===== src/cond_jump_regs.vh =====
`ifndef COND_JUMP_REGS_VH
`define COND_JUMP_REGS_VH

// Opcode fields, instruction bits 15:10
`define OPC_HI             15
`define OPC_LO             10
`define OPC_CTRL_FAR       6'h0f
`define OPC_CTRL_REL       6'h08
`define OPC_FBK_FAR        6'h0e
// Low nibble of the far forms
`define FAR_TAIL           4'h4
// Operand positions
`define POL_BIT            9
`define SEL_HI             8
`define SEL_LO             5
`define JREG_BIT           4
`define OFS_HI             4
`define OFS_LO             0
// Code RAM address width
`define PC_W               10
`define PC_RESET           10'h000
// Feedback select boundary between high-side and low-side codes
`define FBK_LS_FIRST       4'ha

`endif


===== src/microcore_cond_jump_ctrl_fbk.v =====
`timescale 1ns/1ps
// Notes on behaviour
// - A taken absolute control-bit jump loads the program counter from the selected jump register.
// - A jump register address may point anywhere in code RAM.
// - A taken relative control-bit jump makes the relative target the next instruction.
// - The relative target is the jump instruction's own address plus the offset.
// - The offset is 5-bit two's complement, range -16 to 15.
// - The 4-bit control bit select picks bit 0 to bit 15 of the control word.
// - The tested bit comes from the core's own control word.
// - Active level 0 jumps on a 0 bit, 1 jumps on a 1 bit.
// - Absolute control-bit jump is 001111, level in 9, select in 8:5, jump register in 4, tail 0100.
// - Relative control-bit jump is 001000, level in 9, select in 8:5, offset in 4:0.
// - A taken feedback jump loads the program counter from the selected jump register.
// - Feedback codes 0 to 9 select high-side 1 to 5, even drain-source, odd source.
// - Feedback codes 10 to 15 select low-side 1 to 6 drain-source.
// - Absolute feedback jump is 001110, select in 8:5, jump register in 4, tail 0100.
`include "cond_jump_regs.vh"

module microcore_cond_jump_ctrl_fbk (
   input  wire        clk_in,
   input  wire        rst_n_in,
   input  wire        instr_valid_in,
   input  wire [15:0] instr_in,
   input  wire [15:0] core_control_word_in,
   input  wire [9:0]  jump_register_0_in,
   input  wire [9:0]  jump_register_1_in,
   input  wire [4:0]  high_side_drain_source_fb_in,
   input  wire [4:0]  high_side_source_fb_in,
   input  wire [5:0]  low_side_drain_source_fb_in,
   output reg  [9:0]  program_counter_out,
   output reg         jump_taken_out
);

   // ------------------------------------------------------------
   // Reset release
   // ------------------------------------------------------------
   reg [1:0] rst_sync;
   wire      rst_n = rst_sync[1];

   always @(posedge clk_in or negedge rst_n_in) begin
      if (!rst_n_in)
         rst_sync <= 2'h0;
      else
         rst_sync <= {rst_sync[0], 1'b1};
   end

   // ------------------------------------------------------------
   // Feedback synchronisers
   // ------------------------------------------------------------
   // Comparators are asynchronous; every line gets its own three-stage cell.
   // A lone glitch that never reaches two agreeing stages is ignored.
   wire [4:0] hs_ds_filt;
   wire [4:0] hs_src_filt;
   wire [5:0] ls_ds_filt;

   genvar g;
   generate
      for (g = 0; g < 5; g = g + 1) begin : hs_sync
         fb_sync_cell u_hs_ds (
            .clk_in   (clk_in),
            .rst_n_in (rst_n),
            .raw_in   (high_side_drain_source_fb_in[g]),
            .filt_out (hs_ds_filt[g])
         );
         fb_sync_cell u_hs_src (
            .clk_in   (clk_in),
            .rst_n_in (rst_n),
            .raw_in   (high_side_source_fb_in[g]),
            .filt_out (hs_src_filt[g])
         );
      end
      for (g = 0; g < 6; g = g + 1) begin : ls_sync
         fb_sync_cell u_ls_ds (
            .clk_in   (clk_in),
            .rst_n_in (rst_n),
            .raw_in   (low_side_drain_source_fb_in[g]),
            .filt_out (ls_ds_filt[g])
         );
      end
   endgenerate

   // ------------------------------------------------------------
   // Feedback select
   // ------------------------------------------------------------
   // Even codes pick drain-source, odd codes source feedback of one high-side
   // driver; the top six codes walk the low-side drivers in order.
   reg fbk_bit;

   always @* begin
      fbk_bit = 1'b0;
      case (instr_in[`SEL_HI:`SEL_LO])
         4'h0:    fbk_bit = hs_ds_filt[0];
         4'h1:    fbk_bit = hs_src_filt[0];
         4'h2:    fbk_bit = hs_ds_filt[1];
         4'h3:    fbk_bit = hs_src_filt[1];
         4'h4:    fbk_bit = hs_ds_filt[2];
         4'h5:    fbk_bit = hs_src_filt[2];
         4'h6:    fbk_bit = hs_ds_filt[3];
         4'h7:    fbk_bit = hs_src_filt[3];
         4'h8:    fbk_bit = hs_ds_filt[4];
         4'h9:    fbk_bit = hs_src_filt[4];
         4'ha:    fbk_bit = ls_ds_filt[0];
         4'hb:    fbk_bit = ls_ds_filt[1];
         4'hc:    fbk_bit = ls_ds_filt[2];
         4'hd:    fbk_bit = ls_ds_filt[3];
         4'he:    fbk_bit = ls_ds_filt[4];
         4'hf:    fbk_bit = ls_ds_filt[5];
         default: fbk_bit = 1'b0;
      endcase
   end

   // ------------------------------------------------------------
   // Decode
   // ------------------------------------------------------------
   wire [5:0] opc      = instr_in[`OPC_HI:`OPC_LO];
   wire       is_cfar  = (opc == `OPC_CTRL_FAR) && (instr_in[3:0] == `FAR_TAIL);
   wire       is_crel  = (opc == `OPC_CTRL_REL);
   wire       is_ffar  = (opc == `OPC_FBK_FAR) && (instr_in[3:0] == `FAR_TAIL);
   wire       level    = instr_in[`POL_BIT];
   wire [3:0] sel      = instr_in[`SEL_HI:`SEL_LO];
   wire       ctrl_bit = core_control_word_in[sel];
   wire       ctrl_hit = (ctrl_bit == level);
   wire       fbk_hit  = (fbk_bit == level);
   wire [9:0] jreg     = instr_in[`JREG_BIT] ? jump_register_1_in : jump_register_0_in;
   wire [9:0] offset   = {{5{instr_in[`OFS_HI]}}, instr_in[`OFS_HI:`OFS_LO]};

   // Anything but the three forms, a far form with a wrong tail included, is a plain step
   localparam KIND_NONE     = 2'h0;
   localparam KIND_CTRL_FAR = 2'h1;
   localparam KIND_CTRL_REL = 2'h2;
   localparam KIND_FBK_FAR  = 2'h3;

   reg [1:0] jump_kind;

   always @* begin
      jump_kind = KIND_NONE;
      if (is_cfar)
         jump_kind = KIND_CTRL_FAR;
      else if (is_crel)
         jump_kind = KIND_CTRL_REL;
      else if (is_ffar)
         jump_kind = KIND_FBK_FAR;
   end

   wire [9:0] seq_target = program_counter_out + 10'h001;
   wire [9:0] rel_target = program_counter_out + offset;

   reg [9:0] next_program_counter;
   reg       next_jump_taken;

   always @* begin
      next_program_counter = program_counter_out;
      next_jump_taken      = 1'b0;
      if (instr_valid_in) begin
         next_program_counter = seq_target;
         case (jump_kind)
            KIND_CTRL_FAR: begin
               if (ctrl_hit) begin
                  next_program_counter = jreg;
                  next_jump_taken      = 1'b1;
               end
            end
            KIND_CTRL_REL: begin
               if (ctrl_hit) begin
                  // Wraps modulo code RAM size, like the sequential increment
                  next_program_counter = rel_target;
                  next_jump_taken      = 1'b1;
               end
            end
            KIND_FBK_FAR: begin
               if (fbk_hit) begin
                  next_program_counter = jreg;
                  next_jump_taken      = 1'b1;
               end
            end
            default: begin
               next_program_counter = seq_target;
               next_jump_taken      = 1'b0;
            end
         endcase
      end
   end

   always @(posedge clk_in or negedge rst_n) begin
      if (!rst_n) begin
         program_counter_out <= `PC_RESET;
         jump_taken_out      <= 1'b0;
      end else begin
         program_counter_out <= next_program_counter;
         jump_taken_out      <= next_jump_taken;
      end
   end

endmodule // microcore_cond_jump_ctrl_fbk

// ------------------------------------------------------------
// Feedback line synchroniser
// ------------------------------------------------------------
// Three stages against metastability; the output only follows once stages two
// and three agree, so a level must hold two clocks before it counts.
module fb_sync_cell (
   input  wire clk_in,
   input  wire rst_n_in,
   input  wire raw_in,
   output reg  filt_out
);

   reg stage_1;
   reg stage_2;
   reg stage_3;

   always @(posedge clk_in or negedge rst_n_in) begin
      if (!rst_n_in) begin
         stage_1  <= 1'b0;
         stage_2  <= 1'b0;
         stage_3  <= 1'b0;
         filt_out <= 1'b0;
      end else begin
         stage_1 <= raw_in;
         stage_2 <= stage_1;
         stage_3 <= stage_2;
         if (stage_2 == stage_3)
            filt_out <= stage_2;
      end
   end

endmodule // fb_sync_cell


===== config.mk =====
export PLATFORM = sky130hd
export DESIGN_NAME = microcore_cond_jump_ctrl_fbk
export DESIGN_NICKNAME = d
export VERILOG_FILES = /design/src/microcore_cond_jump_ctrl_fbk.v
export VERILOG_INCLUDE_DIRS = /design/src
export SDC_FILE = /design/constraint.sdc
export NUM_CORES = 1
export LEC_CHECK = 0
export ABC_AREA = 0
export BUFFER_PORTS_ARGS = -buffer_cell sky130_fd_sc_hd__buf_4
export CELL_PAD_IN_SITES_DETAIL_PLACEMENT = 1
export CELL_PAD_IN_SITES_GLOBAL_PLACEMENT = 1
export CORE_ASPECT_RATIO = 1.25
export CORE_MARGIN = 5
export CORE_UTILIZATION = 42
export DETAILED_ROUTE_END_ITERATION = 7
export HOLD_SLACK_MARGIN = 0.08
export PLACE_DENSITY = 0.87
export SLEW_MARGIN = 20
export SYNTH_ARGS = -nofsm -noshare
export SYNTH_HDL_FRONTEND = slang
export SYNTH_SLANG_ARGS = --single-unit

===== constraint.sdc =====
create_clock -name clk_in -period 3.05 [get_ports clk_in]
set_clock_uncertainty 0.05 [all_clocks]
set_input_delay 0.305 -clock clk_in [delete_from_list [all_inputs] [get_ports clk_in]]
set_output_delay 0.305 -clock clk_in [all_outputs]
set_load 0.05 [all_outputs]

==> metrics.txt <==
# TYPE chip_impl_metric gauge
chip_impl_info{name="status",value="complete, no violations"} 1
chip_impl_metric{name="grt_pass1_wl",unit="um"} 14400
chip_impl_metric{name="setup-violations-final",unit=""} 0
chip_impl_metric{name="fin_nets",unit=""} 445
chip_impl_metric{name="post_cts_resize_count",unit=""} 0
chip_impl_info{name="min-delay-path-class",value="register to async pin"} 1
chip_impl_metric{name="viasPerCell",unit=""} 5.48
chip_impl_metric{name="netlist-cell-type-count",unit=""} 46
chip_impl_info{name="critical_path.endpoint_type",value="register"} 1
chip_impl_metric{name="floorplan.die.height",unit="um"} 110
chip_impl_metric{name="cts_sinks",unit=""} 77
chip_impl_info{name="setup_repair_after_global_routing_missed_its_margin",value="false"} 1
chip_impl_metric{name="crit_path_time_final",unit="ps"} 2590
chip_impl_metric{name="detailed_place_hpwl",unit="um"} 6300
chip_impl_metric{name="fp.dieW",unit="um"} 90.0
chip_impl_metric{name="post_drt_wl_per_cell",unit="um"} 18.6
chip_impl_metric{name="synth.area.mux_share",unit=""} 0.107
chip_impl_metric{name="crit_required",unit="ps"} 3210
chip_impl_info{name="worstReg2RegStart",value="hs_sync[1].u_hs_ds.filt_out"} 1
chip_impl_metric{name="routed_via_count",unit=""} 2536
chip_impl_metric{name="initial_core_util",unit=""} 0.431
chip_impl_metric{name="cts.path.max_buffers",unit=""} 2
chip_impl_metric{name="cts.clk_slew.worst_paths",unit="ps"} 80
chip_impl_metric{name="synth_adder_area_share",unit=""} 0.0909
chip_impl_metric{name="hold_violations",unit=""} 0
chip_impl_metric{name="synth-seq-cells",unit=""} 77
chip_impl_metric{name="cts_setup_buffers",unit=""} 0
chip_impl_metric{name="worst_case_register_to_register_setup_slack",unit="ps"} 460
chip_impl_metric{name="tritoncts_buffers",unit=""} 9
chip_impl_metric{name="sequential_cell_area_fraction_in_the_yosys_report",unit=""} 0.574
chip_impl_info{name="crit_path_start_kind",value="register"} 1
chip_impl_metric{name="synthArstFlopShare",unit=""} 1.00
chip_impl_metric{name="grt_antenna_before_repair",unit=""} 0
chip_impl_metric{name="setup_tns",unit="ps"} 0
chip_impl_metric{name="final_min_period_over_clock_period",unit=""} 0.848
chip_impl_metric{name="grt_pass1_vias",unit=""} 2948
chip_impl_metric{name="post_synth_inst_count",unit=""} 257
chip_impl_metric{name="holdWs",unit="ps"} 140
chip_impl_metric{name="grt_remaining_overflow",unit=""} 0
chip_impl_metric{name="clock_latency",unit="ps"} 350
chip_impl_info{name="ctsRootBufferMaster",value="sky130_fd_sc_hd__clkbuf_8"} 1
chip_impl_metric{name="power.ir.vdd_worst",unit="uV"} 409
chip_impl_metric{name="critical_path_peak_fanout",unit=""} 12
chip_impl_metric{name="die-area",unit="mm2"} 0.00990
chip_impl_metric{name="syn_avg_cell_area",unit="um2"} 13.1
chip_impl_metric{name="htreeDepth",unit=""} 3
chip_impl_info{name="synth_flop_cell",value="sky130_fd_sc_hd__dfrtp_1"} 1
chip_impl_info{name="mostFrequentLayoutCell",value="sky130_fd_sc_hd__buf_4"} 1
chip_impl_metric{name="detail_route.first_pass.iterations",unit=""} 4
chip_impl_metric{name="cell_area_after_technology_mapping",unit="mm2"} 0.00336
chip_impl_metric{name="worst-endpoint-arrival",unit="ps"} 2740
chip_impl_metric{name="post_synth_xor_area_fraction",unit=""} 0.0287
chip_impl_metric{name="synth.net_count",unit=""} 339
chip_impl_info{name="cts_tree",value="built"} 1
chip_impl_info{name="path_class",value="register to register"} 1
chip_impl_info{name="mostFrequentLayoutCells",value="sky130_fd_sc_hd__buf_4, sky130_fd_sc_hd__dfrtp_1, sky130_fd_sc_hd__dlygate4sd3_1, sky130_fd_sc_hd__maj3_1, sky130_fd_sc_hd__nand2_1"} 1
chip_impl_metric{name="detail_route.iter0.violations",unit=""} 27
chip_impl_metric{name="slew-limit-headroom",unit=""} 0.475
chip_impl_metric{name="layout_cell_share_with_drive_strength_beyond_1",unit=""} 0.323
chip_impl_metric{name="filler_cell_count",unit=""} 811
chip_impl_metric{name="rr_worst_depth",unit=""} 8
chip_impl_metric{name="route.detailed.drc",unit=""} 0
chip_impl_metric{name="max_cap_viol_count",unit=""} 0
chip_impl_metric{name="power.leakage",unit="nW"} 2.00
chip_impl_metric{name="synth_enable_flop_cells",unit=""} 0
chip_impl_metric{name="area_delta_synth_final",unit="%"} 32.3
chip_impl_metric{name="ant_nets",unit=""} 0
chip_impl_metric{name="postRouteWirelength",unit="um"} 8610
chip_impl_metric{name="antenna-diode-count",unit=""} 0
chip_impl_metric{name="port_buffers",unit=""} 81
chip_impl_metric{name="yosys_warnings",unit=""} 0
chip_impl_metric{name="slew_viol_final",unit=""} 0
chip_impl_metric{name="gp_congestion",unit=""} 0.870
chip_impl_metric{name="row_count",unit=""} 36
chip_impl_metric{name="timing.fmax",unit="MHz"} 387
chip_impl_metric{name="timing_worst_slew_pin_value",unit="ps"} 777
chip_impl_metric{name="grt_max_degree",unit=""} 60
chip_impl_metric{name="compound_gate_fraction_of_synth_area",unit=""} 0.0883
chip_impl_metric{name="ioPinCount",unit=""} 82
chip_impl_metric{name="cts_hold_buf",unit=""} 17
chip_impl_metric{name="grt_util_all_layers",unit=""} 0.188
chip_impl_metric{name="power_density",unit="mW/mm2"} 638
chip_impl_info{name="capturing_point_of_the_worst_reg2reg_path",value="program_counter_out[6]"} 1
chip_impl_metric{name="area_of_combinational_cells_with_multiple_inputs",unit="mm2"} 0.00136
chip_impl_metric{name="post_synthesis_simple_gate_area_fraction",unit=""} 0.0875
chip_impl_metric{name="area.sequential",unit="mm2"} 0.00193
chip_impl_info{name="largest_family_of_logic_cells_by_synthesized_area",value="multiplexers"} 1
chip_impl_metric{name="core_footprint",unit="mm2"} 0.00779
==> state kept, by name (all words and copies together), names as in the netlist, 6 cells and up <==
register / count
ls_sync.u_ls_ds.stage_1: 6
ls_sync.u_ls_ds.filt_out: 6
ls_sync.u_ls_ds.stage_3: 6
ls_sync.u_ls_ds.stage_2: 6
program_counter_out: 10
==> worst max-delay path: stages (launching register included) <==
cell and delay (ps):
sky130_fd_sc_hd__dfrtp_1 410, sky130_fd_sc_hd__mux4_2 470, sky130_fd_sc_hd__mux4_2 490, sky130_fd_sc_hd__xor2_1 180
sky130_fd_sc_hd__o22ai_2 260, sky130_fd_sc_hd__buf_4 250, sky130_fd_sc_hd__nor3b_1 70, sky130_fd_sc_hd__o21ai_1 140
sky130_fd_sc_hd__o211ai_1 130
==> metal layers <==
metal  up-vias  part of all wire  global-route usage
met3        18             0.068              0.0665
met5         -                 0                   0
li1       1141                 -                   -
met2        94              0.56               0.355
met1      1283              0.35               0.189
met4         0             0.022              0.0734
==> kinds of logic after synthesis <==
kind of cell,Yosys count
other cells,1
simple gates,58
fa+ha+maj,27
xor+xnor,11
compound gates,43
mux,23
flops,77
buf+inv,17
==> power by group <==
part           internal, mW  switching, mW  total (mW)
clock                 0.306          0.402       0.709
sequential             1.12          0.115        1.24
combinational         0.387          0.502       0.889
total                  1.81           1.02        2.83
==> worst max path at each step <==
stage	end	from	slack [ps]
after floorplan	program_counter_out[9]	instr_in[5]	530
after global placement	program_counter_out[1]	instr_in[5]	340
after detailed placement	program_counter_out[6]	instr_in[5]	220
after CTS	program_counter_out[6]	hs_sync[1].u_hs_ds.filt_out	440
after global routing	program_counter_out[8]	program_counter_out[0]	320
final	program_counter_out[6]	hs_sync[1].u_hs_ds.filt_out	460
==> per-stage QoR <==
step	instances	worst slack [ps]	cell area, um2	total power [mW]	util
6_report	463	464	4440	2.83	0.570
4_1_cts	463	441	4440	2.87	0.570
2_1_floorplan	257	529	3360	1.83	-
5_1_grt	463	317	4440	3.01	0.570
3_5_place_dp	430	220	4090	2.13	0.525
3_3_place_gp	430	345	4090	2.08	0.525
==> synth_stat cells (2+ instances only) <==
library cell | n | area, um2
sky130_fd_sc_hd__o32ai_1 | 3 | 26.3
sky130_fd_sc_hd__nand3_1 | 5 | 25.0
sky130_fd_sc_hd__nand2_1 | 15 | 56.3
sky130_fd_sc_hd__o211ai_1 | 6 | 45.0
sky130_fd_sc_hd__nor3_1 | 6 | 30.0
sky130_fd_sc_hd__nand2b_1 | 2 | 12.5
sky130_fd_sc_hd__dfrtp_1 | 77 | 1930
sky130_fd_sc_hd__maj3_1 | 16 | 160
sky130_fd_sc_hd__nor4_1 | 2 | 12.5
sky130_fd_sc_hd__o22ai_1 | 3 | 18.8
sky130_fd_sc_hd__xnor2_1 | 4 | 35.0
sky130_fd_sc_hd__o21ai_1 | 9 | 45.0
sky130_fd_sc_hd__inv_1 | 10 | 37.5
sky130_fd_sc_hd__and3_1 | 7 | 43.8
sky130_fd_sc_hd__a22oi_1 | 2 | 15.0
sky130_fd_sc_hd__mux2_2 | 4 | 45.0
sky130_fd_sc_hd__o21ai_0 | 3 | 15.0
sky130_fd_sc_hd__a21oi_1 | 8 | 40.0
sky130_fd_sc_hd__xor2_1 | 7 | 61.3
sky130_fd_sc_hd__mux2i_1 | 9 | 90.1
sky130_fd_sc_hd__mux4_2 | 10 | 225
sky130_fd_sc_hd__nor2_1 | 11 | 41.3
sky130_fd_sc_hd__nor3b_1 | 3 | 22.5
sky130_fd_sc_hd__clkbuf_1 | 4 | 15.0
sky130_fd_sc_hd__ha_1 | 10 | 125
==> area by class of cell <==
| type | count | area share |
|---|---|---|
| Sequential cell | 77 | 0.434 |
| Timing Repair Buffer | 102 | 0.185 |
| Multi-Input combinational cell | 163 | 0.305 |
| Tap cell | 95 | 0.0268 |
| Clock buffer | 9 | 0.0279 |
| Inverter | 10 | 0.00845 |
| Clock inverter | 7 | 0.0130 |
No activity file was read; power rests on OpenSTA's default activity.
